===== src/voc_defs.svh =====
// offsets, field positions, reset values for the oscillator output config
`ifndef VOC_DEFS_SVH
`define VOC_DEFS_SVH

// ----------------------------------------------------------------------
// indirect write word layout
// ----------------------------------------------------------------------
`define VOC_IND_W 17
`define VOC_ID_LSB 0
`define VOC_ID_MSB 2
`define VOC_ADDR_LSB 3
`define VOC_ADDR_MSB 6
`define VOC_PAY_LSB 7
`define VOC_PAY_MSB 15
`define VOC_SUBSYS_ID 3'h0

// ----------------------------------------------------------------------
// subsystem register offsets
// ----------------------------------------------------------------------
`define VOC_OFS_OUTPUT_DIVIDER_CTRL 4'h2
`define VOC_OFS_OUTPUT_CONFIG_CTRL 4'h3
`define VOC_OFS_CALIBRATION_BIAS_CTRL 4'h4

// ----------------------------------------------------------------------
// reset values and divider limits
// ----------------------------------------------------------------------
`define VOC_RST_DIV 9'h001
`define VOC_RST_CFG 9'h091
`define VOC_RST_CAL 9'h0C9
`define VOC_DIV_MAX 6'h3E
`define VOC_DIV_MUTE 6'h00

`endif


===== src/voc_pkg.sv =====
// types shared by the oscillator output configuration block
package voc_pkg;

	// ------------------------------------------------------------------
	// mute modes and priority codes
	// ------------------------------------------------------------------
	typedef enum logic [1:0] {
		VOC_MM_DIV0,
		VOC_MM_CAL,
		VOC_MM_CAL_LOCK,
		VOC_MM_ALWAYS
	} voc_mute_mode_t;

	typedef enum logic [1:0] {
		VOC_PRI_BAD0,
		VOC_PRI_POWER,
		VOC_PRI_BAD2,
		VOC_PRI_PERF
	} voc_prio_t;

	// ------------------------------------------------------------------
	// register layouts
	// ------------------------------------------------------------------
	typedef struct packed {
		logic [2:0] payload_hi;
		logic [5:0] ratio;
	} voc_div_t;

	typedef struct packed {
		voc_mute_mode_t mute_mode;
		logic rsv6;
		logic inc_res;
		logic int_term;
		logic neg_en;
		logic pos_en;
		voc_prio_t prio;
	} voc_cfg_t;

	typedef struct packed {
		logic [8:0] payload;
		logic [3:0] addr;
		logic [2:0] id;
	} voc_wr_t;

endpackage


===== src/voc_regs.sv =====
// write-only output divider, config and cal/bias registers with mute logic
`timescale 1ns/1ps
`include "voc_defs.svh"

module voc_regs
	import voc_pkg::*;
(
	input wire logic CLK,
	input wire logic SRST,
	input wire logic IND_WE,
	input wire logic [`VOC_IND_W-1:0] IND_DATA,
	input wire logic CAL_BUSY,
	input wire logic GEN_OUT_SIG,
	output logic [5:0] DIV_RATIO,
	output logic MUTE,
	output logic [1:0] PRIORITY,
	output logic POS_OUT_EN,
	output logic NEG_OUT_EN,
	output logic INT_TERM_EN,
	output logic INC_OUT_RES,
	output logic [8:0] CAL_BIAS
);

	// ------------------------------------------------------------------
	// divide ratio mapping
	// ------------------------------------------------------------------
	function automatic logic [5:0] eff_ratio(input logic [5:0] raw);
		logic [5:0] r;
		r = raw;
		if (raw > `VOC_DIV_MAX) begin
			r = `VOC_DIV_MAX;
		end else if (raw > 6'h01) begin
			r = {raw[5:1], 1'b0};
		end
		return r;
	endfunction

	// ------------------------------------------------------------------
	// state
	// ------------------------------------------------------------------
	voc_wr_t wr;
	voc_div_t div_r, div_nxt;
	voc_cfg_t cfg_r, cfg_nxt;
	logic [8:0] cal_r, cal_nxt;
	logic sel;
	logic [5:0] ratio_nxt;
	logic mute_nxt;

	// split the indirect word into id, address and payload
	always_comb begin
		wr.id = IND_DATA[`VOC_ID_MSB:`VOC_ID_LSB];
		wr.addr = IND_DATA[`VOC_ADDR_MSB:`VOC_ADDR_LSB];
		wr.payload = IND_DATA[`VOC_PAY_MSB:`VOC_PAY_LSB];
		sel = IND_WE && (wr.id == `VOC_SUBSYS_ID);
	end

	// register write decode; no read path exists
	always_comb begin
		div_nxt = div_r;
		cfg_nxt = cfg_r;
		cal_nxt = cal_r;
		if (sel) begin
			case (wr.addr)
				`VOC_OFS_OUTPUT_DIVIDER_CTRL: begin
					div_nxt = voc_div_t'(wr.payload);
				end
				`VOC_OFS_OUTPUT_CONFIG_CTRL: begin
					cfg_nxt = voc_cfg_t'(wr.payload);
				end
				`VOC_OFS_CALIBRATION_BIAS_CTRL: begin
					cal_nxt = wr.payload;
				end
				default: begin
					cal_nxt = cal_r;
				end
			endcase
		end
	end

	// register storage with documented reset values
	always_ff @(posedge CLK) begin
		if (SRST) begin
			div_r <= voc_div_t'(`VOC_RST_DIV);
			cfg_r <= voc_cfg_t'(`VOC_RST_CFG);
			cal_r <= `VOC_RST_CAL;
		end else begin
			div_r <= div_nxt;
			cfg_r <= cfg_nxt;
			cal_r <= cal_nxt;
		end
	end

	// ------------------------------------------------------------------
	// output controls
	// ------------------------------------------------------------------
	// effective ratio and mute decision from the next register contents
	always_comb begin
		ratio_nxt = eff_ratio(div_nxt.ratio);
		mute_nxt = (div_nxt.ratio == `VOC_DIV_MUTE);
		case (cfg_nxt.mute_mode)
			VOC_MM_DIV0: begin
				mute_nxt = mute_nxt;
			end
			VOC_MM_CAL: begin
				mute_nxt = mute_nxt || CAL_BUSY;
			end
			VOC_MM_CAL_LOCK: begin
				mute_nxt = mute_nxt || CAL_BUSY || !GEN_OUT_SIG;
			end
			VOC_MM_ALWAYS: begin
				mute_nxt = 1'b1;
			end
			default: begin
				mute_nxt = 1'b1;
			end
		endcase
	end

	// output flops
	always_ff @(posedge CLK) begin
		if (SRST) begin
			DIV_RATIO <= 6'h01;
			MUTE <= 1'b0;
			PRIORITY <= 2'h1;
			POS_OUT_EN <= 1'b0;
			NEG_OUT_EN <= 1'b0;
			INT_TERM_EN <= 1'b1;
			INC_OUT_RES <= 1'b0;
			CAL_BIAS <= `VOC_RST_CAL;
		end else begin
			DIV_RATIO <= ratio_nxt;
			MUTE <= mute_nxt;
			PRIORITY <= cfg_nxt.prio;
			POS_OUT_EN <= cfg_nxt.pos_en;
			NEG_OUT_EN <= cfg_nxt.neg_en;
			INT_TERM_EN <= cfg_nxt.int_term;
			INC_OUT_RES <= cfg_nxt.inc_res;
			CAL_BIAS <= cal_nxt;
		end
	end
endmodule


===== config.mk =====
export PLATFORM = sky130hd
export DESIGN_NAME = voc_regs
export DESIGN_NICKNAME = d
export VERILOG_FILES = /design/src/voc_pkg.sv /design/src/voc_regs.sv
export VERILOG_INCLUDE_DIRS = /design/src
export SDC_FILE = /design/constraint.sdc
export NUM_CORES = 1
export LEC_CHECK = 0
export BUFFER_PORTS_ARGS = -buffer_cell sky130_fd_sc_hd__buf_2
export CAP_MARGIN = 15
export CORE_MARGIN = 2
export CORE_UTILIZATION = 50
export CTS_BUF_LIST = sky130_fd_sc_hd__clkbuf_4 sky130_fd_sc_hd__clkbuf_8 sky130_fd_sc_hd__clkbuf_16
export CTS_CLUSTER_DIAMETER = 40
export DETAILED_ROUTE_END_ITERATION = 6
export HOLD_SLACK_MARGIN = 0.1
export PLACE_DENSITY = 0.85
export SLEW_MARGIN = 15
export SYNTH_ARGS = -nofsm -noshare
export SYNTH_HDL_FRONTEND = slang
export SYNTH_SLANG_ARGS = --single-unit
export TNS_END_PERCENT = 30

===== constraint.sdc =====
create_clock -name CLK -period 3.1 [get_ports CLK]
set_clock_uncertainty 0.05 [all_clocks]
set_input_delay 0.62 -clock CLK [delete_from_list [all_inputs] [get_ports CLK]]
set_output_delay 0.62 -clock CLK [all_outputs]
set_load 0.1 [all_outputs]

# Yosys cells after proc, flatten, opt, wreduce, memory -nomap -nowiden
# Cells that the tools add are included.
# word_totals
register_bits	31
in_bits	22
out_inout_bits	22
wordCells	35
# classes
n_lt_le_gt_ge	2
n_eq_ne	6
muxes	7
reduce_logical	9
# ops
cell	count
2-to-1 mux 6 bit	3
2-to-1 mux 9 bit	2
equality test 4 x 2 -> 1 bit (second input constant)	2
> comparator 6 x 1 -> 1 bit (second input constant)	1
> comparator 6 bit (second input constant)	1
logical NOT 6 bit	1
equality test 2 bit (second input constant)	2
equality test 4 x 3 -> 1 bit (second input constant)	1
case mux 1 bit (4 select lines)	1
AND reduction 2 bit	2
logical NOT 3 bit	1
equality test 2 x 1 -> 1 bit (second input constant)	1
logical NOT 2 bit	1
logical OR 1 bit	2
logical AND 1 bit	1
logical NOT 1 bit	1
2-to-1 mux 1 bit	1

# Depth between registers and ports, before layout
# Gate-level depths: netlist of the first run.
# logic_depth
ltp_word	7
mapped_depth	6
mapped_depth_nobuf	5

# Worst setup path after synthesis of the first run
# Ideal clock, no wire load.
# synth_path
path_kind	input -> register
startpoint	input port IND_DATA[6]
endpoint	register MUTE
t_arrival_ps	2007
required_ps	2976
setup_slack_ps	969
path_stages	5
cell_sequence	or3_4 nor4_4 mux2i_1 o21ai_1 a31oi_1
# synth_between
elab_chain_len	7
# synth_rtl
element	line	source
start, declared	voc_regs.sv:11	input wire logic [`VOC_IND_W-1:0] IND_DATA,
equality test 4 x 2 -> 1 bit	voc_regs.sv:63	case (wr.addr)
2-to-1 mux 6 bit	voc_regs.sv:63	
2-to-1 mux 6 bit	voc_regs.sv:62	if (sel) begin
logical NOT 6 bit (no line)	n/a	
logical OR 1 bit	voc_regs.sv:105, voc_regs.sv:108	
logical OR 1 bit	voc_regs.sv:108	mute_nxt = mute_nxt || CAL_BUSY || !GEN_OUT_SIG;
case mux 1 bit (4 select lines) (*)	voc_regs.sv:100	case (cfg_nxt.mute_mode)
end signal, assigned	voc_regs.sv:132	MUTE <= mute_nxt;
end, declared	voc_regs.sv:15	output logic MUTE,
# Mark *: on every way between the ends. The rest lies on a longest branch, timed or not. The select of a mux whose other input is x is not followed.
# A chain may end at the register's enable or synchronous reset.

# Final worst setup path of the first run
# Same ends and word-level chain as after synthesis.

==> results.py, run 1 <==
metrics = {
    "final_layout": {
        "fillCellCount": 221,
        "nets": 181,
        "multi_input_area_sq_um": 482,
        "area_growth_pct": 24.9,
        "regArea_sq_um": 601,
        "antenna_cells": 0,
        "drive_above_1_share_pct": 33.1,
        "post-route-util_pct": 65.3,
    },
    "die": {
        "die_h_um": 51.6,
        "rows": 17,
        "dieWidth_um": 51.6,
        "io_pins": 44,
        "core_sq_um": 2170,
        "start_util_pct": 52.3,
        "dieArea_sq_um": 2670,
    },
    "worst_setup_path": {
        "reg2reg_slack_ns": 1.63,
        "worstPathRequired_ns": 3.30,
        "crit_arrival_ns": 2.30,
        "cp-start-kind": "primary input",
        "path_max_fanout": 8,
        "r2r_cells": 4,
        "critPathCaptureType": "flop",
        "crit_type": "primary input to flop",
    },
    "placement": {
        "io_buffers": 42,
        "dp_hpwl_mm": 1.67,
        "gp_congestion": 0.741,
        "post-place-ws_ns": 0.623,
    },
    "grt": {
        "grt_pass1_vias": 842,
        "grt_overflow": 0,
        "grt_max_degree": 31,
        "antenna_found_initial": 0,
        "track_usage_pct": 17.8,
        "grt_pass1_wl_mm": 3.54,
    },
    "synth": {
        "yosysMostFrequentCell": "nor2_1",
        "seq_area_frac_synth_pct": 52.9,
        "synthesis.area_sq_um": 1130,
        "synth.largest_area_cell": "dfxtp_1",
        "syn_area_per_cell_sq_um": 9.78,
        "ys_top_cells_by_area": "dfxtp_1, mux2i_1, nor2_1",
        "yosysUniqueCellTypes": 23,
        "ys_ff_latch": 30,
        "synthArstFlopShare_pct": 0,
        "syn-instance-count": 116,
        "synth_edf_count": 0,
        "netlist_top_cells_count": "nor2_1, dfxtp_1, mux2i_1",
        "synth_ff_type": "dfxtp_1",
        "yosysWarnings": 0,
        "synth_top_area_share_pct": 52.9,
        "syn_nets": 138,
    },
    "drt": {
        "wire_per_inst_um": 11.8,
        "ant_nets": 0,
        "first_pass_iters": 4,
        "post_drt_via_cell_ratio": 5.09,
        "via_count": 956,
        "drt_iter0_drc": 17,
        "wl_mm": 2.22,
        "drcViolationCount": 0,
    },
    "sta": {
        "tightest_slew_ns": 0.615,
        "drv_slew": 0,
        "min_period_ns": 2.11,
        "fin_ws_ns": 0.994,
        "setup_viol": 0,
        "hold_viol": 0,
        "period_share_pct": 68.0,
        "slew_headroom_pct": 58.9,
        "rsz0062_at_grt": "false",
        "tns_ns": 0,
        "fmax_mhz": 475,
    },
    "clocking": {
        "hold_buffers": 0,
        "cts_buffer_depth": 2,
        "insertion_delay_ns": 0.32,
        "ctsRootBufferMaster": "clkbuf_4",
        "cts_repair_resize_count": 0,
        "clk_transition_reported_paths_ns": 0.09,
        "cts_tree": "done",
        "cts_sinks": 30,
        "post_cts_buffers": 0,
        "htree_levels": 2,
        "cts-buffers-inserted": 5,
    },
    "power": {
        "peakVddDrop_uv": 407,
        "leakagePower_nw": 0.722,
        "power_density_nw_per_um2": 478,
    },
    "hold_path": {
        "min_path_cells": 1,
        "hold_class": "flop to flop",
    },
    "run": {
        "maxCapViolCount": 0,
    },
    "run_status": {
        "outcome": "finished, final reports clean",
    },
}
## worst max-delay path, cell delays in order
cell	delay, ns
buf_2	0.10
or3_4	0.39
nor4_4	0.53
mux2i_1	0.35
o21ai_1	0.12
a31oi_1	0.19
## per-stage QoR
stage / power (mW) / hold slack, ns / cells / area (sq um)
2_1_floorplan: 0.425 / 0.387 / 116 / 1130
3_3_place_gp: 0.444 / 0.388 / 180 / 1350
3_5_place_dp: 0.446 / 0.395 / 180 / 1350
4_1_cts: 0.686 / 0.416 / 188 / 1420
5_1_grt: 0.702 / 0.442 / 188 / 1420
6_report: 0.678 / 0.415 / 188 / 1420
## cells by family (layout without fill, tap and decap cells)
kind of cell / count (synthesis) / after routing / share of synthesized area [%]
buffers and inverters: 12 / 56 / 4.63
multiplexers: 16 / 16 / 14.1
AO/OA/AOI/OAI: 13 / 13 / 8.82
flip-flops: 30 / 30 / 52.9
AND/OR/NAND/NOR: 45 / 45 / 19.5
## registers in the layout, indices dropped and copies added (netlist names)
register and flops:
div_r 6, POS_OUT_EN 1, NEG_OUT_EN 1, INT_TERM_EN 1, PRIORITY 2, INC_OUT_RES 1, DIV_RATIO 6, CAL_BIAS 9
cfg_r 2, MUTE 1
## final timing paths
check / from / endpoint
setup / recovery: IND_DATA[6] / MUTE
hold / removal: CAL_BIAS[7] / CAL_BIAS[7]
hold reg to reg: CAL_BIAS[7] / CAL_BIAS[7]
setup reg to reg: div_r[2] / MUTE
## layer usage
metal | part of all wire, % | GRT usage (%) | vias up
li1 | - | - | 477
met1 | 48 | 22.0 | 439
met2 | 44 | 29.3 | 37
met3 | 6.8 | 4.31 | 3
met4 | 1.2 | 7.89 | 0
met5 | 0 | 0 | -
## layout by cell type (no fill, tap or decap), drive strengths merged
cell,Yosys,final
a211o,7,7
a21o,1,1
a21oi,1,1
a31oi,1,1
and3,1,1
buf,4,43
clkbuf,3,7
clkinv,0,1
dfxtp,30,30
inv,5,5
mux2i,16,16
nand2b,4,4
nand3,1,1
nand4b,1,1
nor2,32,32
nor3,2,2
nor4,1,1
o211ai,1,1
o21ai,1,1
o21bai,1,1
or3,2,2
or4,1,1
## where the power goes
group | internal [mW] | total, mW | switching [mW]
sequential | 0.387 | 0.387 | 0.000646
combinational | 0.0167 | 0.0495 | 0.0328
clock | 0.118 | 0.241 | 0.122
total | 0.522 | 0.678 | 0.156
## final cells by class
cell class	instances	area share (%)
inverter	5	1.32
timing repair buffer	43	15.4
clock inverter	1	0.353
multi-input combinational	74	34.0
clock buffer	7	4.15
tap	28	2.47
sequential	30	42.4
Note: power is estimated with default switching activity, not from simulation.
==> run 2: changes to the inputs <==
--- a/config.mk
+++ b/config.mk
@@ -9,12 +9,12 @@
 export BUFFER_PORTS_ARGS = -buffer_cell sky130_fd_sc_hd__buf_2
 export CAP_MARGIN = 15
 export CORE_MARGIN = 2
-export CORE_UTILIZATION = 50
+export CORE_UTILIZATION = 47
 export CTS_BUF_LIST = sky130_fd_sc_hd__clkbuf_4 sky130_fd_sc_hd__clkbuf_8 sky130_fd_sc_hd__clkbuf_16
 export CTS_CLUSTER_DIAMETER = 40
 export DETAILED_ROUTE_END_ITERATION = 6
 export HOLD_SLACK_MARGIN = 0.1
-export PLACE_DENSITY = 0.85
+export PLACE_DENSITY = 0.8
 export SLEW_MARGIN = 15
 export SYNTH_ARGS = -nofsm -noshare
 export SYNTH_HDL_FRONTEND = slang
==> constraint.sdc (replaced) <==
create_clock -name CLK -period 2.17 [get_ports CLK]
set_clock_uncertainty 0.05 [all_clocks]
set_input_delay 0.434 -clock CLK [delete_from_list [all_inputs] [get_ports CLK]]
set_output_delay 0.434 -clock CLK [all_outputs]
set_load 0.1 [all_outputs]
==> results.py, run 2 (synthesis gave the netlist of run 1 again) <==
metrics = {
    "run_status": {
        "outcome": "finished, final reports clean",
    },
    "power": {
        "p_switching_uw": 230,
        "p_comb_share_pct": 6.5,
        "peakVddDrop_uv": 489,
        "seq_power_share_pct": 51.4,
        "power_density_nw_per_um2": 741,
        "leakagePower_nw": 0.739,
        "power_mw": 1.08,
        "pwr-share-clk_pct": 42.0,
        "cell_internal_pwr_uw": 846,
        "switching_share_pct": 21.4,
    },
    "final_layout": {
        "final_common_cell": "buf_2",
        "area_growth_pct": 27.9,
        "post-route-util_pct": 64.4,
        "drive_above_1_share_pct": 34.0,
        "final_area_sq_um": 1450,
        "top_regs": "CAL_BIAS (9), DIV_RATIO (6), div_r (6)",
        "nets": 183,
        "antenna_cells": 0,
        "largest_reg_flops": 9,
        "final_cell_mix": "buf_2, nor2_1, dfxtp_1",
        "fin_cells": 190,
        "largest-register": "CAL_BIAS",
    },
    "drt": {
        "via_count": 945,
        "wire_per_inst_um": 11.8,
        "wl_mm": 2.25,
        "drt_iter0_drc": 7,
        "post_drt_via_cell_ratio": 4.97,
        "ant_nets": 0,
        "first_pass_iters": 4,
        "drcViolationCount": 0,
    },
    "sta": {
        "hold_viol": 0,
        "tns_ns": 0,
        "period_share_pct": 74.3,
        "drv_slew": 0,
        "rsz0062_at_grt": "false",
        "setup_viol": 0,
        "fmax_mhz": 620,
        "slew_headroom_pct": 67.4,
        "tightest_slew_ns": 0.489,
        "min_period_ns": 1.61,
    },
    "hold_path": {
        "min_from": "IND_DATA[15]",
        "hold_end": "cfg_r[8]",
        "min_path_cells": 3,
        "hold_class": "primary input to flop",
    },
    "die": {
        "core_sq_um": 2250,
        "dieArea_sq_um": 2820,
        "io_pins": 44,
        "dieWidth_um": 53.1,
        "rows": 17,
        "die_h_um": 53.1,
        "start_util_pct": 50.3,
    },
    "worst_setup_path": {
        "cp-start-kind": "primary input",
        "path_max_fanout": 7,
        "reg2reg_slack_ns": 0.75,
        "crit_type": "primary input to flop",
        "r2r_cells": 4,
        "reg2reg_from": "div_r[2]",
        "worstPathRequired_ns": 2.38,
        "crit-reg2reg-capture": "MUTE",
        "crit_arrival_ns": 1.83,
        "critPathCaptureType": "flop",
    },
    "clocking": {
        "insertion_delay_ns": 0.33,
        "clk_transition_reported_paths_ns": 0.09,
        "cts_tree": "done",
        "cts_buffer_depth": 2,
        "ctsRootBufferMaster": "clkbuf_4",
        "hold_buffers": 0,
        "cts_repair_resize_count": 0,
        "cts_sinks": 30,
        "htree_levels": 2,
        "cts-buffers-inserted": 5,
        "post_cts_buffers": 0,
    },
    "run": {
        "maxCapViolCount": 0,
    },
    "placement": {
        "io_buffers": 42,
        "dpl_cell_area_sq_um": 1370,
        "gp_congestion": 0.691,
        "dp_hpwl_mm": 1.67,
        "dpl.cell_count": 182,
    },
    "grt": {
        "grt_pass1_vias": 908,
        "grt_overflow": 0,
        "antenna_found_initial": 0,
        "grt_max_degree": 31,
        "track_usage_pct": 18.8,
        "grt_pass1_wl_mm": 3.76,
    },
}
run 2: cell count changes in the layout (fill, tap and decap cells not counted):
| cell | previous run | this run |
|---|---|---|
| buf_4 | 1 | 3 |
| bufinv_16 | 0 | 1 |
| clkbuf_4 | 6 | 7 |
| clkbuf_8 | 1 | 0 |
| clkinv_2 | 1 | 0 |
run 2: layout make-up:
class | count | area [sq um]
clock inverter | 1 | 30.0
fill | 203 | 803
multi-input combinational | 74 | 482
clock buffer | 7 | 52.6
inverter | 5 | 18.8
tap | 28 | 35.0
timing repair buffer | 45 | 233
sequential | 30 | 601
run 2: layer usage:
| metal | global-route usage, % | vias up | share of wire (%) |
|---|---|---|---|
| li1 | - | 481 | - |
| met1 | 20.4 | 429 | 43 |
| met2 | 31.9 | 29 | 48 |
| met3 | 8.19 | 6 | 7.9 |
| met4 | 7.69 | 0 | 1.3 |
| met5 | 0 | - | 0 |
run 2: how the worst max path moves through the flow:
stage                            from   end  slack, ns  cells after the start
after global routing      IND_DATA[6]  MUTE       0.47                      7
after global placement    IND_DATA[6]  MUTE       0.23                      7
after detailed placement  IND_DATA[6]  MUTE       0.22                      7
after floorplan           IND_DATA[6]  MUTE       0.22                      5
final                     IND_DATA[6]  MUTE       0.56                      7
after CTS                 IND_DATA[6]  MUTE       0.55                      7
run 2: critical path, stage by stage:
cell	delay [ns]
buf_2	0.10
or3_4	0.39
nor4_4	0.27
buf_4	0.22
and3_1	0.18
o21ai_1	0.07
a31oi_1	0.17
run 2: per-stage QoR:
| step | hold WS (ns) | setup WS, ns |
|---|---|---|
| after floorplan | 0.387 | 0.225 |
| after global placement | 0.386 | 0.227 |
| after detailed placement | 0.402 | 0.220 |
| after CTS | 0.320 | 0.546 |
| after global routing | 0.331 | 0.474 |
| final | 0.326 | 0.557 |
run 2: power by group through the flow:
stage	logic, mW	registers (mW)	clock network (mW)
2_1_floorplan	0.0241	0.583	0
3_3_place_gp	0.0688	0.566	0
3_5_place_dp	0.0702	0.567	0
4_1_cts	0.0703	0.554	0.465
5_1_grt	0.0771	0.554	0.479
6_report	0.0701	0.554	0.453
==> run 3: changes to the inputs <==
--- a/config.mk
+++ b/config.mk
@@ -9,12 +9,12 @@
 export BUFFER_PORTS_ARGS = -buffer_cell sky130_fd_sc_hd__buf_2
 export CAP_MARGIN = 15
 export CORE_MARGIN = 2
-export CORE_UTILIZATION = 47
+export CORE_UTILIZATION = 42
 export CTS_BUF_LIST = sky130_fd_sc_hd__clkbuf_4 sky130_fd_sc_hd__clkbuf_8 sky130_fd_sc_hd__clkbuf_16
 export CTS_CLUSTER_DIAMETER = 40
 export DETAILED_ROUTE_END_ITERATION = 6
 export HOLD_SLACK_MARGIN = 0.1
-export PLACE_DENSITY = 0.8
+export PLACE_DENSITY = 0.76
 export SLEW_MARGIN = 15
 export SYNTH_ARGS = -nofsm -noshare
 export SYNTH_HDL_FRONTEND = slang
==> constraint.sdc (replaced) <==
create_clock -name CLK -period 1.4 [get_ports CLK]
set_clock_uncertainty 0.05 [all_clocks]
set_input_delay 0.28 -clock CLK [delete_from_list [all_inputs] [get_ports CLK]]
set_output_delay 0.28 -clock CLK [all_outputs]
set_load 0.1 [all_outputs]
==> results.py, run 3 (synthesis gave the netlist of run 1 again) <==
metrics = {
    "run_status": {
        "outcome": "complete, but fails checks",
        "violations": "setup timing",
    },
    "sta": {
        "tightest_slew_ns": 0.513,
        "slew_headroom_pct": 65.8,
        "drv_slew": 0,
        "tns_ns": -0.0935,
        "period_share_pct": 102,
        "min_period_ns": 1.43,
        "worst_hold_slack_ns": 0.173,
        "hold_viol": 0,
        "fin_ws_ns": -0.0316,
        "fmax_mhz": 699,
        "setup_viol": 5,
        "rsz0062_at_grt": "true",
    },
    "placement": {
        "gp_congestion": 0.763,
        "dp_hpwl_mm": 1.74,
        "post-place-ws_ns": -0.421,
        "io_buffers": 42,
        "dpl.cell_count": 190,
        "dpl_cell_area_sq_um": 1520,
    },
    "final_layout": {
        "fin_cells": 198,
        "largest_reg_flops": 9,
        "final_common_cell": "nor2_1",
        "antenna_cells": 0,
        "post-route-util_pct": 66.8,
        "regArea_sq_um": 602,
        "nets": 189,
        "final_cell_mix": "nor2_1, dfxtp_1, buf_4",
        "fillCellCount": 216,
        "drive_above_1_share_pct": 39.9,
        "largest-register": "CAL_BIAS",
        "multi_input_area_sq_um": 517,
        "final_area_sq_um": 1680,
        "area_growth_pct": 48.4,
        "top_regs": "CAL_BIAS (9), DIV_RATIO (6), div_r (6)",
    },
    "die": {
        "core_sq_um": 2520,
        "die_h_um": 56.0,
        "dieWidth_um": 56.0,
        "io_pins": 44,
        "dieArea_sq_um": 3130,
        "rows": 18,
        "start_util_pct": 45.0,
    },
    "worst_setup_path": {
        "reg2reg_from": "div_r[4]",
        "crit_type": "primary input to flop",
        "crit_arrival_ns": 1.58,
        "path_max_fanout": 4,
        "worstPathRequired_ns": 1.55,
        "cp-start-kind": "primary input",
        "critical_path.startpoint": "IND_DATA[6]",
        "critPathCaptureType": "flop",
    },
    "drt": {
        "via_count": 974,
        "drt_iter0_drc": 12,
        "ant_nets": 0,
        "wire_per_inst_um": 12.7,
        "first_pass_iters": 4,
        "post_drt_via_cell_ratio": 4.92,
        "wl_mm": 2.51,
        "drcViolationCount": 0,
    },
    "hold_path": {
        "min_from": "IND_DATA[8]",
        "hold_class": "primary input to flop",
    },
    "power": {
        "power_density_nw_per_um2": 958,
        "leakagePower_nw": 0.812,
        "power_mw": 1.61,
        "peakVddDrop_uv": 973,
    },
    "clocking": {
        "cts_buffer_depth": 2,
        "cts-buffers-inserted": 5,
        "cts_sinks": 30,
        "htree_levels": 2,
        "insertion_delay_ns": 0.33,
        "cts_tree": "done",
        "clk_transition_reported_paths_ns": 0.09,
        "hold_buffers": 0,
        "post_cts_buffers": 0,
        "ctsRootBufferMaster": "clkbuf_4",
    },
    "grt": {
        "grt_pass1_wl_mm": 4.10,
        "grt_pass1_vias": 952,
        "grt_max_degree": 31,
        "antenna_found_initial": 0,
        "track_usage_pct": 16.8,
        "grt_overflow": 0,
    },
    "run": {
        "maxCapViolCount": 0,
    },
}
[run 3: cell count changes in the layout (fill, tap and decap cells not counted), sizes merged]
| cell | previous run | this run |
|---|---|---|
| buf | 45 | 50 |
| clkbuf | 7 | 9 |
| bufinv | 1 | 0 |
[run 3: layout make-up]
class	instances	share of cell area [%]
Clock buffer	8	4.68
Inverter	5	1.11
Multi-Input combinational cell	74	30.7
Sequential cell	30	35.7
Tap cell	30	2.23
Timing Repair Buffer	51	25.6
[run 3: critical path, stage by stage]
cell and delay (ns):
buf_6 0.09, or3_4 0.39, nor4_4 0.26, buf_4 0.22, mux2i_2 0.26, nor2_1 0.07
[run 3: path summary, 6_finish.rpt]
check	endpoint	slack, ns	cells past startpoint
setup / recovery	div_r[3]	-0.03	6
hold / removal	PRIORITY[1]	0.17	3
setup reg to reg	MUTE	-0.01	4
hold reg to reg	CAL_BIAS[6]	0.42	1
[run 3: what timing repair did]
action	in CTS	in global routing
resized for setup	18	7
endpoints found under the setup margin	25	16
pin swaps	0	5
[run 3: metal layers]
layer / routed length [um] / vias up / track usage [%]
met3: 218 / 5 / 8.84
met1: 1120 / 437 / 20.1
met4: 35 / 0 / 5.10
met2: 1140 / 39 / 26.2
li1: - / 493 / -
met5: 0 / - / 0
[run 3: power breakdown]
part / switching (mW) / total (mW) / internal, mW / leakage (nW)
sequential: 0.00205 / 0.859 / 0.857 / 0.243
clock: 0.287 / 0.630 / 0.343 / 0.0446
combinational: 0.0760 / 0.125 / 0.0487 / 0.525
